## src/rtl/tv_ctrl_pkg.sv

```systemverilog
package tv_ctrl_pkg;

  // Operating states
  typedef enum logic [2:0] {
    PWR_NORMAL        = 3'h0,
    PWR_DOWN          = 3'h1,
    PWR_FULL_DOWN     = 3'h2,
    PWR_SVIDEO_OFF    = 3'h3,
    PWR_COMPOSITE_OFF = 3'h4
  } power_state_t;

  // Flicker content levels; code 3 is illegal
  typedef enum logic [1:0] {
    FLICKER_LOW    = 2'h0,
    FLICKER_MEDIUM = 2'h1,
    FLICKER_HIGH   = 2'h2
  } flicker_level_t;

  // Filter and bandwidth settings
  typedef struct packed {
    flicker_level_t luma_flicker;
    flicker_level_t chroma_flicker;
    logic           text_enhance;
    logic [1:0]     chroma_bw_select;
    logic           composite_luma_bw;
    logic [1:0]     svideo_luma_bw;
    logic           luma_peaking_enable;
    logic           vbi_pass_enable;
  } filter_cfg_t;

  // Power domain enables
  typedef struct packed {
    logic core_enable;
    logic svideo_dac_on;
    logic composite_dac_on;
    logic bus_clock_out_enable;
    logic pixel_clock_out_enable;
    logic serial_port_enable;
  } power_ctl_t;

  localparam filter_cfg_t  FILTER_CFG_RESET  = 12'h000;
  localparam power_ctl_t   POWER_CTL_RESET   = 6'h39;
  localparam power_state_t POWER_STATE_RESET = PWR_NORMAL;
  localparam int           DAC_GAIN_BIT      = 6;
  localparam logic [9:0]   VBI_FIRST_LINE    = 10'h00A;
  localparam logic [9:0]   VBI_LAST_LINE     = 10'h015;
  localparam logic [4:0]   MODE_LAST         = 5'h1C;
  localparam logic [4:0]   MODE_RESET        = 5'h00;
  localparam logic [2:0]   DEFLICKER_MIN     = 3'h2;
  localparam logic [2:0]   DEFLICKER_MAX     = 3'h5;
  localparam logic [2:0]   DEFLICKER_RESET   = 3'h2;
  localparam int           MODE_COUNT        = 29;
  localparam logic [57:0]  DEFLICKER_TABLE   = 58'h2AAAAAAAAAAAAAA;
  localparam logic [1:0]   SV_BAND_WIDEST    = 2'h2;
  localparam logic [1:0]   CONN_RESET        = 2'h0;

endpackage

```

## src/rtl/tv_encoder_power_filter_ctrl.sv

```systemverilog
`timescale 1ns/1ps
module tv_encoder_power_filter_ctrl
  import tv_ctrl_pkg::*;
#(
  parameter logic [2*MODE_COUNT-1:0] DEFLICKER_LINES = DEFLICKER_TABLE
) (
  input  wire logic         clock_in,                  // 50 MHz clock
  input  wire logic         rst_n_in,                  // Async reset, active low
  input  wire logic [7:0]   input_data_format_in,      // Input format register value
  input  wire power_state_t power_state_in,            // Requested operating state
  input  wire filter_cfg_t  filter_cfg_in,             // Requested filter settings
  input  wire logic [4:0]   display_mode_in,           // Display mode number
  input  wire logic         bus_clock_is_output_in,    // Bus clock pin set as output
  input  wire logic         master_clock_mode_in,      // Master clock mode active
  input  wire logic         field_start_in,            // Pulse at each field start
  input  wire logic [9:0]   line_number_in,            // Current video line
  input  wire logic         svideo_sense_in,           // TV sensed on S-Video pin
  input  wire logic         composite_sense_in,        // TV sensed on composite pin
  output filter_cfg_t       filter_cfg_out,            // Applied filter settings
  output logic [2:0]        deflicker_lines_out,       // Deflicker span in lines
  output logic              dac_gain_select_out,       // 1: higher reference level
  output power_ctl_t        power_ctl_out,             // Power domain enables
  output power_state_t      active_state_out,          // Applied operating state
  output logic [1:0]        connection_status_out,     // {svideo, composite} sensed
  output logic              vbi_pass_active_out,       // VBI pass-through this line
  output logic [1:0]        svideo_luma_band_out,      // S-Video luma band 0..2
  output logic              svideo_peaking_active_out  // Peaking applied
);

  // Apply changes at field start, or at once when no fields run
  logic video_running;
  logic apply_now;
  assign video_running = (active_state_out == PWR_NORMAL) ||
                         (active_state_out == PWR_SVIDEO_OFF) ||
                         (active_state_out == PWR_COMPOSITE_OFF);
  assign apply_now     = field_start_in || !video_running;

  // Illegal flicker codes clamp to the high setting
  filter_cfg_t next_filter_cfg;
  always_comb begin
    next_filter_cfg = filter_cfg_in;
    if (filter_cfg_in.luma_flicker == 2'h3) begin
      next_filter_cfg.luma_flicker = FLICKER_HIGH;
    end
    if (filter_cfg_in.chroma_flicker == 2'h3) begin
      next_filter_cfg.chroma_flicker = FLICKER_HIGH;
    end
  end

  // Unknown state codes fall back to normal
  power_state_t next_state;
  assign next_state = (power_state_in > PWR_COMPOSITE_OFF) ? PWR_NORMAL
                                                            : power_state_in;

  // Modes past the last one clamp to it
  logic [4:0] next_mode;
  assign next_mode = (display_mode_in > MODE_LAST) ? MODE_LAST : display_mode_in;

  // Applied settings, taken only at a safe point
  logic [4:0] active_mode;
  always_ff @(posedge clock_in or negedge rst_n_in) begin
    if (!rst_n_in) begin
      active_state_out    <= POWER_STATE_RESET;
      filter_cfg_out      <= FILTER_CFG_RESET;
      dac_gain_select_out <= 1'b0;
      active_mode         <= MODE_RESET;
    end else if (apply_now) begin
      active_state_out    <= next_state;
      filter_cfg_out      <= next_filter_cfg;
      dac_gain_select_out <= input_data_format_in[DAC_GAIN_BIT];
      active_mode         <= next_mode;
    end
  end

  // Power enables per operating state
  power_ctl_t next_power_ctl;
  always_comb begin
    next_power_ctl                        = POWER_CTL_RESET;
    next_power_ctl.serial_port_enable     = 1'b1;
    next_power_ctl.bus_clock_out_enable   = bus_clock_is_output_in;
    next_power_ctl.pixel_clock_out_enable = 1'b1;
    unique case (active_state_out)
      PWR_NORMAL: begin
        next_power_ctl.core_enable      = 1'b1;
        next_power_ctl.svideo_dac_on    = 1'b1;
        next_power_ctl.composite_dac_on = 1'b1;
      end
      PWR_DOWN: begin
        next_power_ctl.core_enable            = 1'b0;
        next_power_ctl.svideo_dac_on          = 1'b0;
        next_power_ctl.composite_dac_on       = 1'b0;
        next_power_ctl.bus_clock_out_enable   = bus_clock_is_output_in;
        next_power_ctl.pixel_clock_out_enable = master_clock_mode_in;
      end
      PWR_FULL_DOWN: begin
        next_power_ctl.core_enable            = 1'b0;
        next_power_ctl.svideo_dac_on          = 1'b0;
        next_power_ctl.composite_dac_on       = 1'b0;
        next_power_ctl.bus_clock_out_enable   = 1'b0;
        next_power_ctl.pixel_clock_out_enable = 1'b0;
      end
      PWR_SVIDEO_OFF: begin
        next_power_ctl.core_enable      = 1'b1;
        next_power_ctl.svideo_dac_on    = 1'b0;
        next_power_ctl.composite_dac_on = 1'b1;
      end
      PWR_COMPOSITE_OFF: begin
        next_power_ctl.core_enable      = 1'b1;
        next_power_ctl.svideo_dac_on    = 1'b1;
        next_power_ctl.composite_dac_on = 1'b0;
      end
      default: begin
        next_power_ctl = POWER_CTL_RESET;
      end
    endcase
  end

  // Deflicker span looked up from the mode
  logic [1:0] deflicker_code;
  logic [2:0] next_deflicker;
  assign deflicker_code = DEFLICKER_LINES[{active_mode, 1'b0} +: 2];
  assign next_deflicker = DEFLICKER_MIN + {1'b0, deflicker_code};

  // VBI window and S-Video band decode
  logic       in_vbi_window;
  logic       next_vbi_active;
  logic [1:0] next_sv_band;
  logic       next_peaking;
  assign in_vbi_window   = (line_number_in >= VBI_FIRST_LINE) &&
                           (line_number_in <= VBI_LAST_LINE);
  assign next_vbi_active = filter_cfg_out.vbi_pass_enable && in_vbi_window &&
                           video_running;
  assign next_sv_band    = filter_cfg_out.svideo_luma_bw[1] ? SV_BAND_WIDEST
                         : filter_cfg_out.svideo_luma_bw;
  assign next_peaking    = filter_cfg_out.luma_peaking_enable &&
                           (next_sv_band != SV_BAND_WIDEST);

  // Registered outputs
  always_ff @(posedge clock_in or negedge rst_n_in) begin
    if (!rst_n_in) begin
      power_ctl_out             <= POWER_CTL_RESET;
      deflicker_lines_out       <= DEFLICKER_RESET;
      vbi_pass_active_out       <= 1'b0;
      svideo_luma_band_out      <= 2'h0;
      svideo_peaking_active_out <= 1'b0;
    end else begin
      power_ctl_out             <= next_power_ctl;
      deflicker_lines_out       <= next_deflicker;
      vbi_pass_active_out       <= next_vbi_active;
      svideo_luma_band_out      <= next_sv_band;
      svideo_peaking_active_out <= next_peaking;
    end
  end

  // Sense pins pass three flip-flops
  logic [1:0] sense_s1;
  logic [1:0] sense_s2;
  logic [1:0] sense_s3;
  always_ff @(posedge clock_in or negedge rst_n_in) begin
    if (!rst_n_in) begin
      sense_s1 <= CONN_RESET;
      sense_s2 <= CONN_RESET;
      sense_s3 <= CONN_RESET;
    end else begin
      sense_s1 <= {svideo_sense_in, composite_sense_in};
      sense_s2 <= sense_s1;
      sense_s3 <= sense_s2;
    end
  end

  // Status bit follows once the late stages agree
  logic [1:0] sense_agree;
  assign sense_agree = ~(sense_s2 ^ sense_s3);
  always_ff @(posedge clock_in or negedge rst_n_in) begin
    if (!rst_n_in) begin
      connection_status_out <= CONN_RESET;
    end else begin
      connection_status_out <= (sense_s2 & sense_agree) |
                               (connection_status_out & ~sense_agree);
    end
  end
endmodule

```

## config.mk

```make
export PLATFORM = sky130hd
export DESIGN_NAME = tv_encoder_power_filter_ctrl
export DESIGN_NICKNAME = d
export VERILOG_FILES = /design/src/rtl/tv_ctrl_pkg.sv /design/src/rtl/tv_encoder_power_filter_ctrl.sv
export SDC_FILE = /design/constraint.sdc
export NUM_CORES = 1
export LEC_CHECK = 0
export BUFFER_PORTS_ARGS = -buffer_cell sky130_fd_sc_hd__buf_2
export CAP_MARGIN = 20
export CORE_MARGIN = 2
export CORE_UTILIZATION = 40
export CTS_BUF_LIST = sky130_fd_sc_hd__clkbuf_8 sky130_fd_sc_hd__clkbuf_16
export CTS_CLUSTER_SIZE = 20
export DETAILED_ROUTE_END_ITERATION = 7
export PLACE_DENSITY = 0.79
export SYNTH_ARGS = -nofsm -noshare
export SYNTH_HDL_FRONTEND = slang
export SYNTH_SLANG_ARGS = --single-unit
```

## constraint.sdc

```tcl
create_clock -name clock_in -period 2.5 [get_ports clock_in]
set_input_delay 0.125 -clock clock_in [delete_from_list [all_inputs] [get_ports clock_in]]
set_output_delay 0.125 -clock clock_in [all_outputs]
set_load 0.02 [all_outputs]
```

# [Word-level counts from Yosys, hierarchy flattened]
# Cells that the tools add are included.
[word_totals] regBits=41 latch_bits=0 ram_bits=0 mem_bits_ro=0 input_bits=45 out_inout_bits=31 elab_cells=61 n_memories=0
[classes] n_addsub=1 mul=0 div=0 magnitude_cmp=4 eq_ne=7 n_shift=1 n_mux=7 n_bitwise=6 reduce_logical=11
[ops] cell="$shiftx 58x7->2 const A" count=1
[ops] cell="$ge 10x4->1 const B" count=1
[ops] cell="$le 10x5->1 const B" count=1
[ops] cell="$pmux 3 s3" count=1
[ops] cell="$eq 3x2->1 const B" count=2
[ops] cell="$mux 2" count=3
[ops] cell="$gt 5x5->1 const B" count=1
[ops] cell="$mux 5" count=1
[ops] cell="$and 2x2->2" count=2
[ops] cell="$eq 2x2->1 const B" count=2
[ops] cell="$logic_and 1x1->1" count=4
[ops] cell="$not 2->2" count=2
[ops] cell="$pmux 2 s2" count=1
[ops] cell="$add 2x2->3 const A" count=1
[ops] cell="$eq 3x1->1 const B" count=1
[ops] cell="$eq 3x3->1 const B" count=1
[ops] cell="$gt 3x3->1 const B" count=1
[ops] cell="$logic_not 3->1" count=1
[ops] cell="$logic_or 1x1->1" count=3
[ops] cell="$mux 3" count=1
[ops] cell="$reduce_or 3->1" count=1
[ops] cell="$ne 2x2->1 const B" count=1
[ops] cell="$or 2x2->2" count=1
[ops] cell="$reduce_or 2->1" count=1
[ops] cell="2 further kinds" count=2

# [Depth between registers and ports, before layout]
[depth] ltp_word=5 depth_mapped=6 depth_no_buf=3

# [Worst setup path before layout]
# No wires, ideal clock.
[synth_timing] path_type="flip-flop to flip-flop" startpoint="register active_state_out[0]" endpoint="register active_mode[3]" setup_ns=0.125 arrival_time_ns=1.523 required_time_ns=2.375 slack_ns=0.852 path_stages_with_launch=7 path_buffers=3 synth_period_minus_slack_ns=1.648 cell_sequence="dfrtp_1 -> buf_6 -> and4bb_1 -> buf_6 -> nor2_8 -> buf_12 -> mux2_4"
[synth_between] elab_chain_len=5 word_cells_on_any_way=7 cone_classes="eq/ne: 2; reduce/logical: 5"
[synth_lines] element="start: declaration" line="tv_encoder_power_filter_ctrl.sv:23" rtl="output power_state_t active_state_out,"
[synth_lines] element="start signal: assignment" line="tv_encoder_power_filter_ctrl.sv:68" rtl="active_state_out <= next_state;"
[synth_lines] element="$eq 3x2->1 or $logic_not 3->1 (tied branches)" line="tv_encoder_power_filter_ctrl.sv:34, tv_encoder_power_filter_ctrl.sv:33"
[synth_lines] element="$logic_or 1x1->1" line="tv_encoder_power_filter_ctrl.sv:33" rtl="assign video_running = (active_state_out == PWR_NORMAL) ||"
[synth_lines] element="$logic_or 1x1->1 *" line="tv_encoder_power_filter_ctrl.sv:34" rtl="(active_state_out == PWR_SVIDEO_OFF) ||"
[synth_lines] element="$logic_not 1->1 *" line="tv_encoder_power_filter_ctrl.sv:36" rtl="assign apply_now = field_start_in || !video_running;"
[synth_lines] element="$logic_or 1x1->1 *" line="tv_encoder_power_filter_ctrl.sv:36"
[synth_lines] element="end signal: assignment" line="tv_encoder_power_filter_ctrl.sv:71" rtl="active_mode <= next_mode;"
[synth_lines] element="end: declaration" line="tv_encoder_power_filter_ctrl.sv:60" rtl="logic [4:0] active_mode;"
# Every way passes the cells marked *; elsewhere a longest branch is shown, timed or not.
# A chain may end at the register's enable or synchronous reset.

# [Worst setup path in the final report]
[layout_timing] startpoint="register active_state_out[0]" endpoint="register active_mode[4]"
# Same word-level chain as after synthesis.

==> results.json <==
{
  "critPathMaxFanout": 14,
  "crit_start": "active_state_out[0]$_DFFE_PN0P_",
  "drtAntennaViolNets": 0,
  "critPathKind": "reg -> reg",
  "report.final.slew_viol_count": 0,
  "synth_top_area_share": 0.551,
  "dp_hpwl_um": 2170,
  "fp.dieArea_mm2": 0.00461,
  "syn_area_mm2": 0.00163,
  "place.gp.congestion": 0.676,
  "synth_area_leaders": "dfrtp_1, mux2_4, dfstp_2",
  "hp-start": "filter_cfg_in[11]",
  "critPathArrivalTime_ps": 1960,
  "vias_per_cell": 4.70,
  "wl_per_cell_um": 12.6,
  "setup_violations": 0,
  "leakage_uw": 0.00105,
  "clk_pin_slew_ps": 70,
  "path_buf_inv": 0,
  "boundaryPins": 76,
  "yosys.area.top_type": "dfrtp_1",
  "final_cell_mix": "buf_2, dfrtp_1, mux2_4, inv_1",
  "critical_path.top_delay_family": "simple AND/OR/NAND/NOR gates",
  "finalSetupTns_ps": 0,
  "htree_num_levels": 2,
  "vdd_drop_max_mv": 0.231,
  "drc_errors": 0,
  "r2r_start": "active_state_out[0]$_DFFE_PN0P_",
  "grt_pass1_vias": 989,
  "layout_commonest_cell": "buf_2",
  "grt_antenna_before_repair": 0,
  "post-route-period-util": 0.714,
  "rsz0062_at_grt": "false",
  "syn_nets": 160,
  "startpoint_type": "flip-flop",
  "status": "completed",
  "place_area_mm2": 0.00195,
  "firstDrtPassIters": 3,
  "max_slew_margin": 0.430,
  "cts_max_path_buffers": 2,
  "drive_gt1_frac": 0.516,
  "timing.fmax_ghz": 0.560,
  "crit_chain": "and4bb_1, nor2_8, mux2_2",
  "drt-initial-drc-count": 44,
  "core_area_mm2": 0.00397,
  "avgSynthCellArea_um2": 14.2,
  "cts_tree": "yes",
  "port_buffers": 65,
  "drt_wl_total_um": 2950,
  "cts-root-buf": "clkbuf_8",
  "die_h_um": 67.9,
  "critPathMaxStageDelay_ps": 520,
  "postLayoutCellArea_mm2": 0.00208,
  "hold_buffers": 3,
  "clk_latency_ps": 280,
  "hold_viol": 0,
  "diodes": 0,
  "hold_path_class": "in -> reg",
  "rows": 23,
  "worst_slew_pin_slew_ps": 855,
  "grt_use_total": 0.126,
  "slowest_stage": "dfrtp_1",
  "crit_required_ps": 2670,
  "power.density_mw_per_mm2": 755,
  "grt_overflow": 0,
  "yosysSeqAreaShare": 0.616,
  "routed-via-count": 1100,
  "die_w_um": 67.9,
  "syn_inst": 115,
  "cts_setup_buffers": 0,
  "area_growth_pct": 27.5,
  "grt_max_degree": 41,
  "skew_ps": 4.07,
  "synth.distinct_cells": 36,
  "yosys_warnings": 0,
  "cts_buffers": 5,
  "grt_pass1_wl_um": 4320,
  "cts_resized": 0,
  "critPathCaptureType": "flip-flop",
  "nets": 228,
  "cts.sinks": 40,
  "initial_core_util": 0.411,
  "period_needed_ps": 1790,
  "max-cap-violations": 0,
  "ys_ff_latch": 40
}
-- sequential cells by signal (all words and copies together) (netlist names), 2 cells and up --
name / flops
sense_s1: 2
deflicker_lines_out: 2
power_ctl_out: 5
sense_s2: 2
connection_status_out: 2
sense_s3: 2
active_state_out: 3
filter_cfg_out: 12
svideo_luma_band_out: 2
active_mode: 5
-- Yosys cell counts --
| master | n |
|---|---|
| dfstp_2 | 4 |
| inv_1 | 6 |
| buf_6 | 3 |
| o31ai_1 | 2 |
| buf_4 | 3 |
| o2111ai_1 | 1 |
| and3_1 | 1 |
| nand2b_1 | 2 |
| dfrtp_1 | 36 |
| buf_12 | 1 |
| mux2_4 | 10 |
| maj3_1 | 2 |
| a31oi_1 | 1 |
| nand2_1 | 3 |
| or2_2 | 2 |
| nand3_1 | 1 |
| nor2_8 | 1 |
| o22ai_1 | 2 |
| conb_1 | 2 |
| a211oi_1 | 1 |
| a21oi_1 | 1 |
| o41ai_1 | 2 |
| nor4_1 | 1 |
| and2_1 | 1 |
| nor3_4 | 1 |
| o21ai_0 | 5 |
| o211ai_1 | 1 |
| xnor2_1 | 1 |
| and4bb_1 | 1 |
| nor2b_1 | 2 |
| a21boi_0 | 1 |
| mux2_2 | 5 |
| nor2_1 | 5 |
| a211o_1 | 1 |
| nand3b_1 | 1 |
| a22o_1 | 2 |
-- logic make-up (layout without fill, tap and decap cells) --
| logic type | after synthesis | in the layout | share of synthesized area |
|---|---|---|---|
| adder cells (fa/ha/maj) | 2 | 2 | 0.0123 |
| AND/OR/NAND/NOR | 22 | 22 | 0.0904 |
| multiplexers | 15 | 15 | 0.126 |
| other | 2 | 2 | 0.00460 |
| AO/OA/AOI/OAI | 20 | 20 | 0.0850 |
| XOR/XNOR | 1 | 1 | 0.00536 |
| flip-flops | 40 | 40 | 0.616 |
| buffers and inverters | 13 | 82 | 0.0605 |
-- routing by layer --
metal,share of wire,up-vias,global-route usage,wire (um)
li1,-,532,-,-
met1,0.42,517,0.143,1260
met4,0.015,0,0.0525,44
met3,0.088,5,0.0378,261
met5,0,-,0,0
met2,0.47,46,0.221,1390
-- cell type report --
| cell class | count | area [um^2] |
|---|---|---|
| repair buffers | 68 | 355 |
| multi-input cells | 62 | 529 |
| inverters | 6 | 22.5 |
| well taps | 50 | 62.6 |
| clock inverters | 3 | 38.8 |
| fillers | 352 | 1890 |
| flip-flops and latches | 40 | 1010 |
| clock buffers | 5 | 68.8 |
-- per-stage QoR --
step / std cells / hold slack, ps / utilization / total power, uW / setup slack [ps]
6_report: 234 / 43.2 / 0.525 / 1570 / 714
5_1_grt: 234 / 39.3 / 0.525 / 1650 / 611
4_1_cts: 234 / 31.9 / 0.525 / 1590 / 701
3_5_place_dp: 223 / 235 / 0.490 / 1090 / 713
3_3_place_gp: 223 / 234 / 0.490 / 1080 / 715
2_1_floorplan: 115 / -171 / - / 983 / 852
-- final timing paths --
path | slack (ps) | endpoint | depth (start not counted)
hold reg to reg | 360 | sense_s2[1]$_DFF_PN0_ | 0
hold / removal | 40 | filter_cfg_out[10]$_DFFE_PN0P_ | 2
setup reg to reg | 710 | active_mode[4]$_DFFE_PN0P_ | 3
setup / recovery | 710 | active_mode[4]$_DFFE_PN0P_ | 3
max in group asynchronous | 1470 | active_mode[0]$_DFFE_PN0P_ | 2
min in group asynchronous | 500 | sense_s3[0]$_DFF_PN0_ | 2
-- where the power goes --
part / switching (uW) / leakage (uW) / internal, uW
clock: 208 / 0.0000593 / 292
sequential: 43.7 / 0.000471 / 725
combinational: 167 / 0.000518 / 137
total: 419 / 0.00105 / 1150
-- worst reg2reg max path, stage by stage, from the launching register on --
cell and delay (ps):
dfrtp_1 520, and4bb_1 420, nor2_8 350, mux2_2 380
No activity file was read; power rests on OpenSTA's default activity.
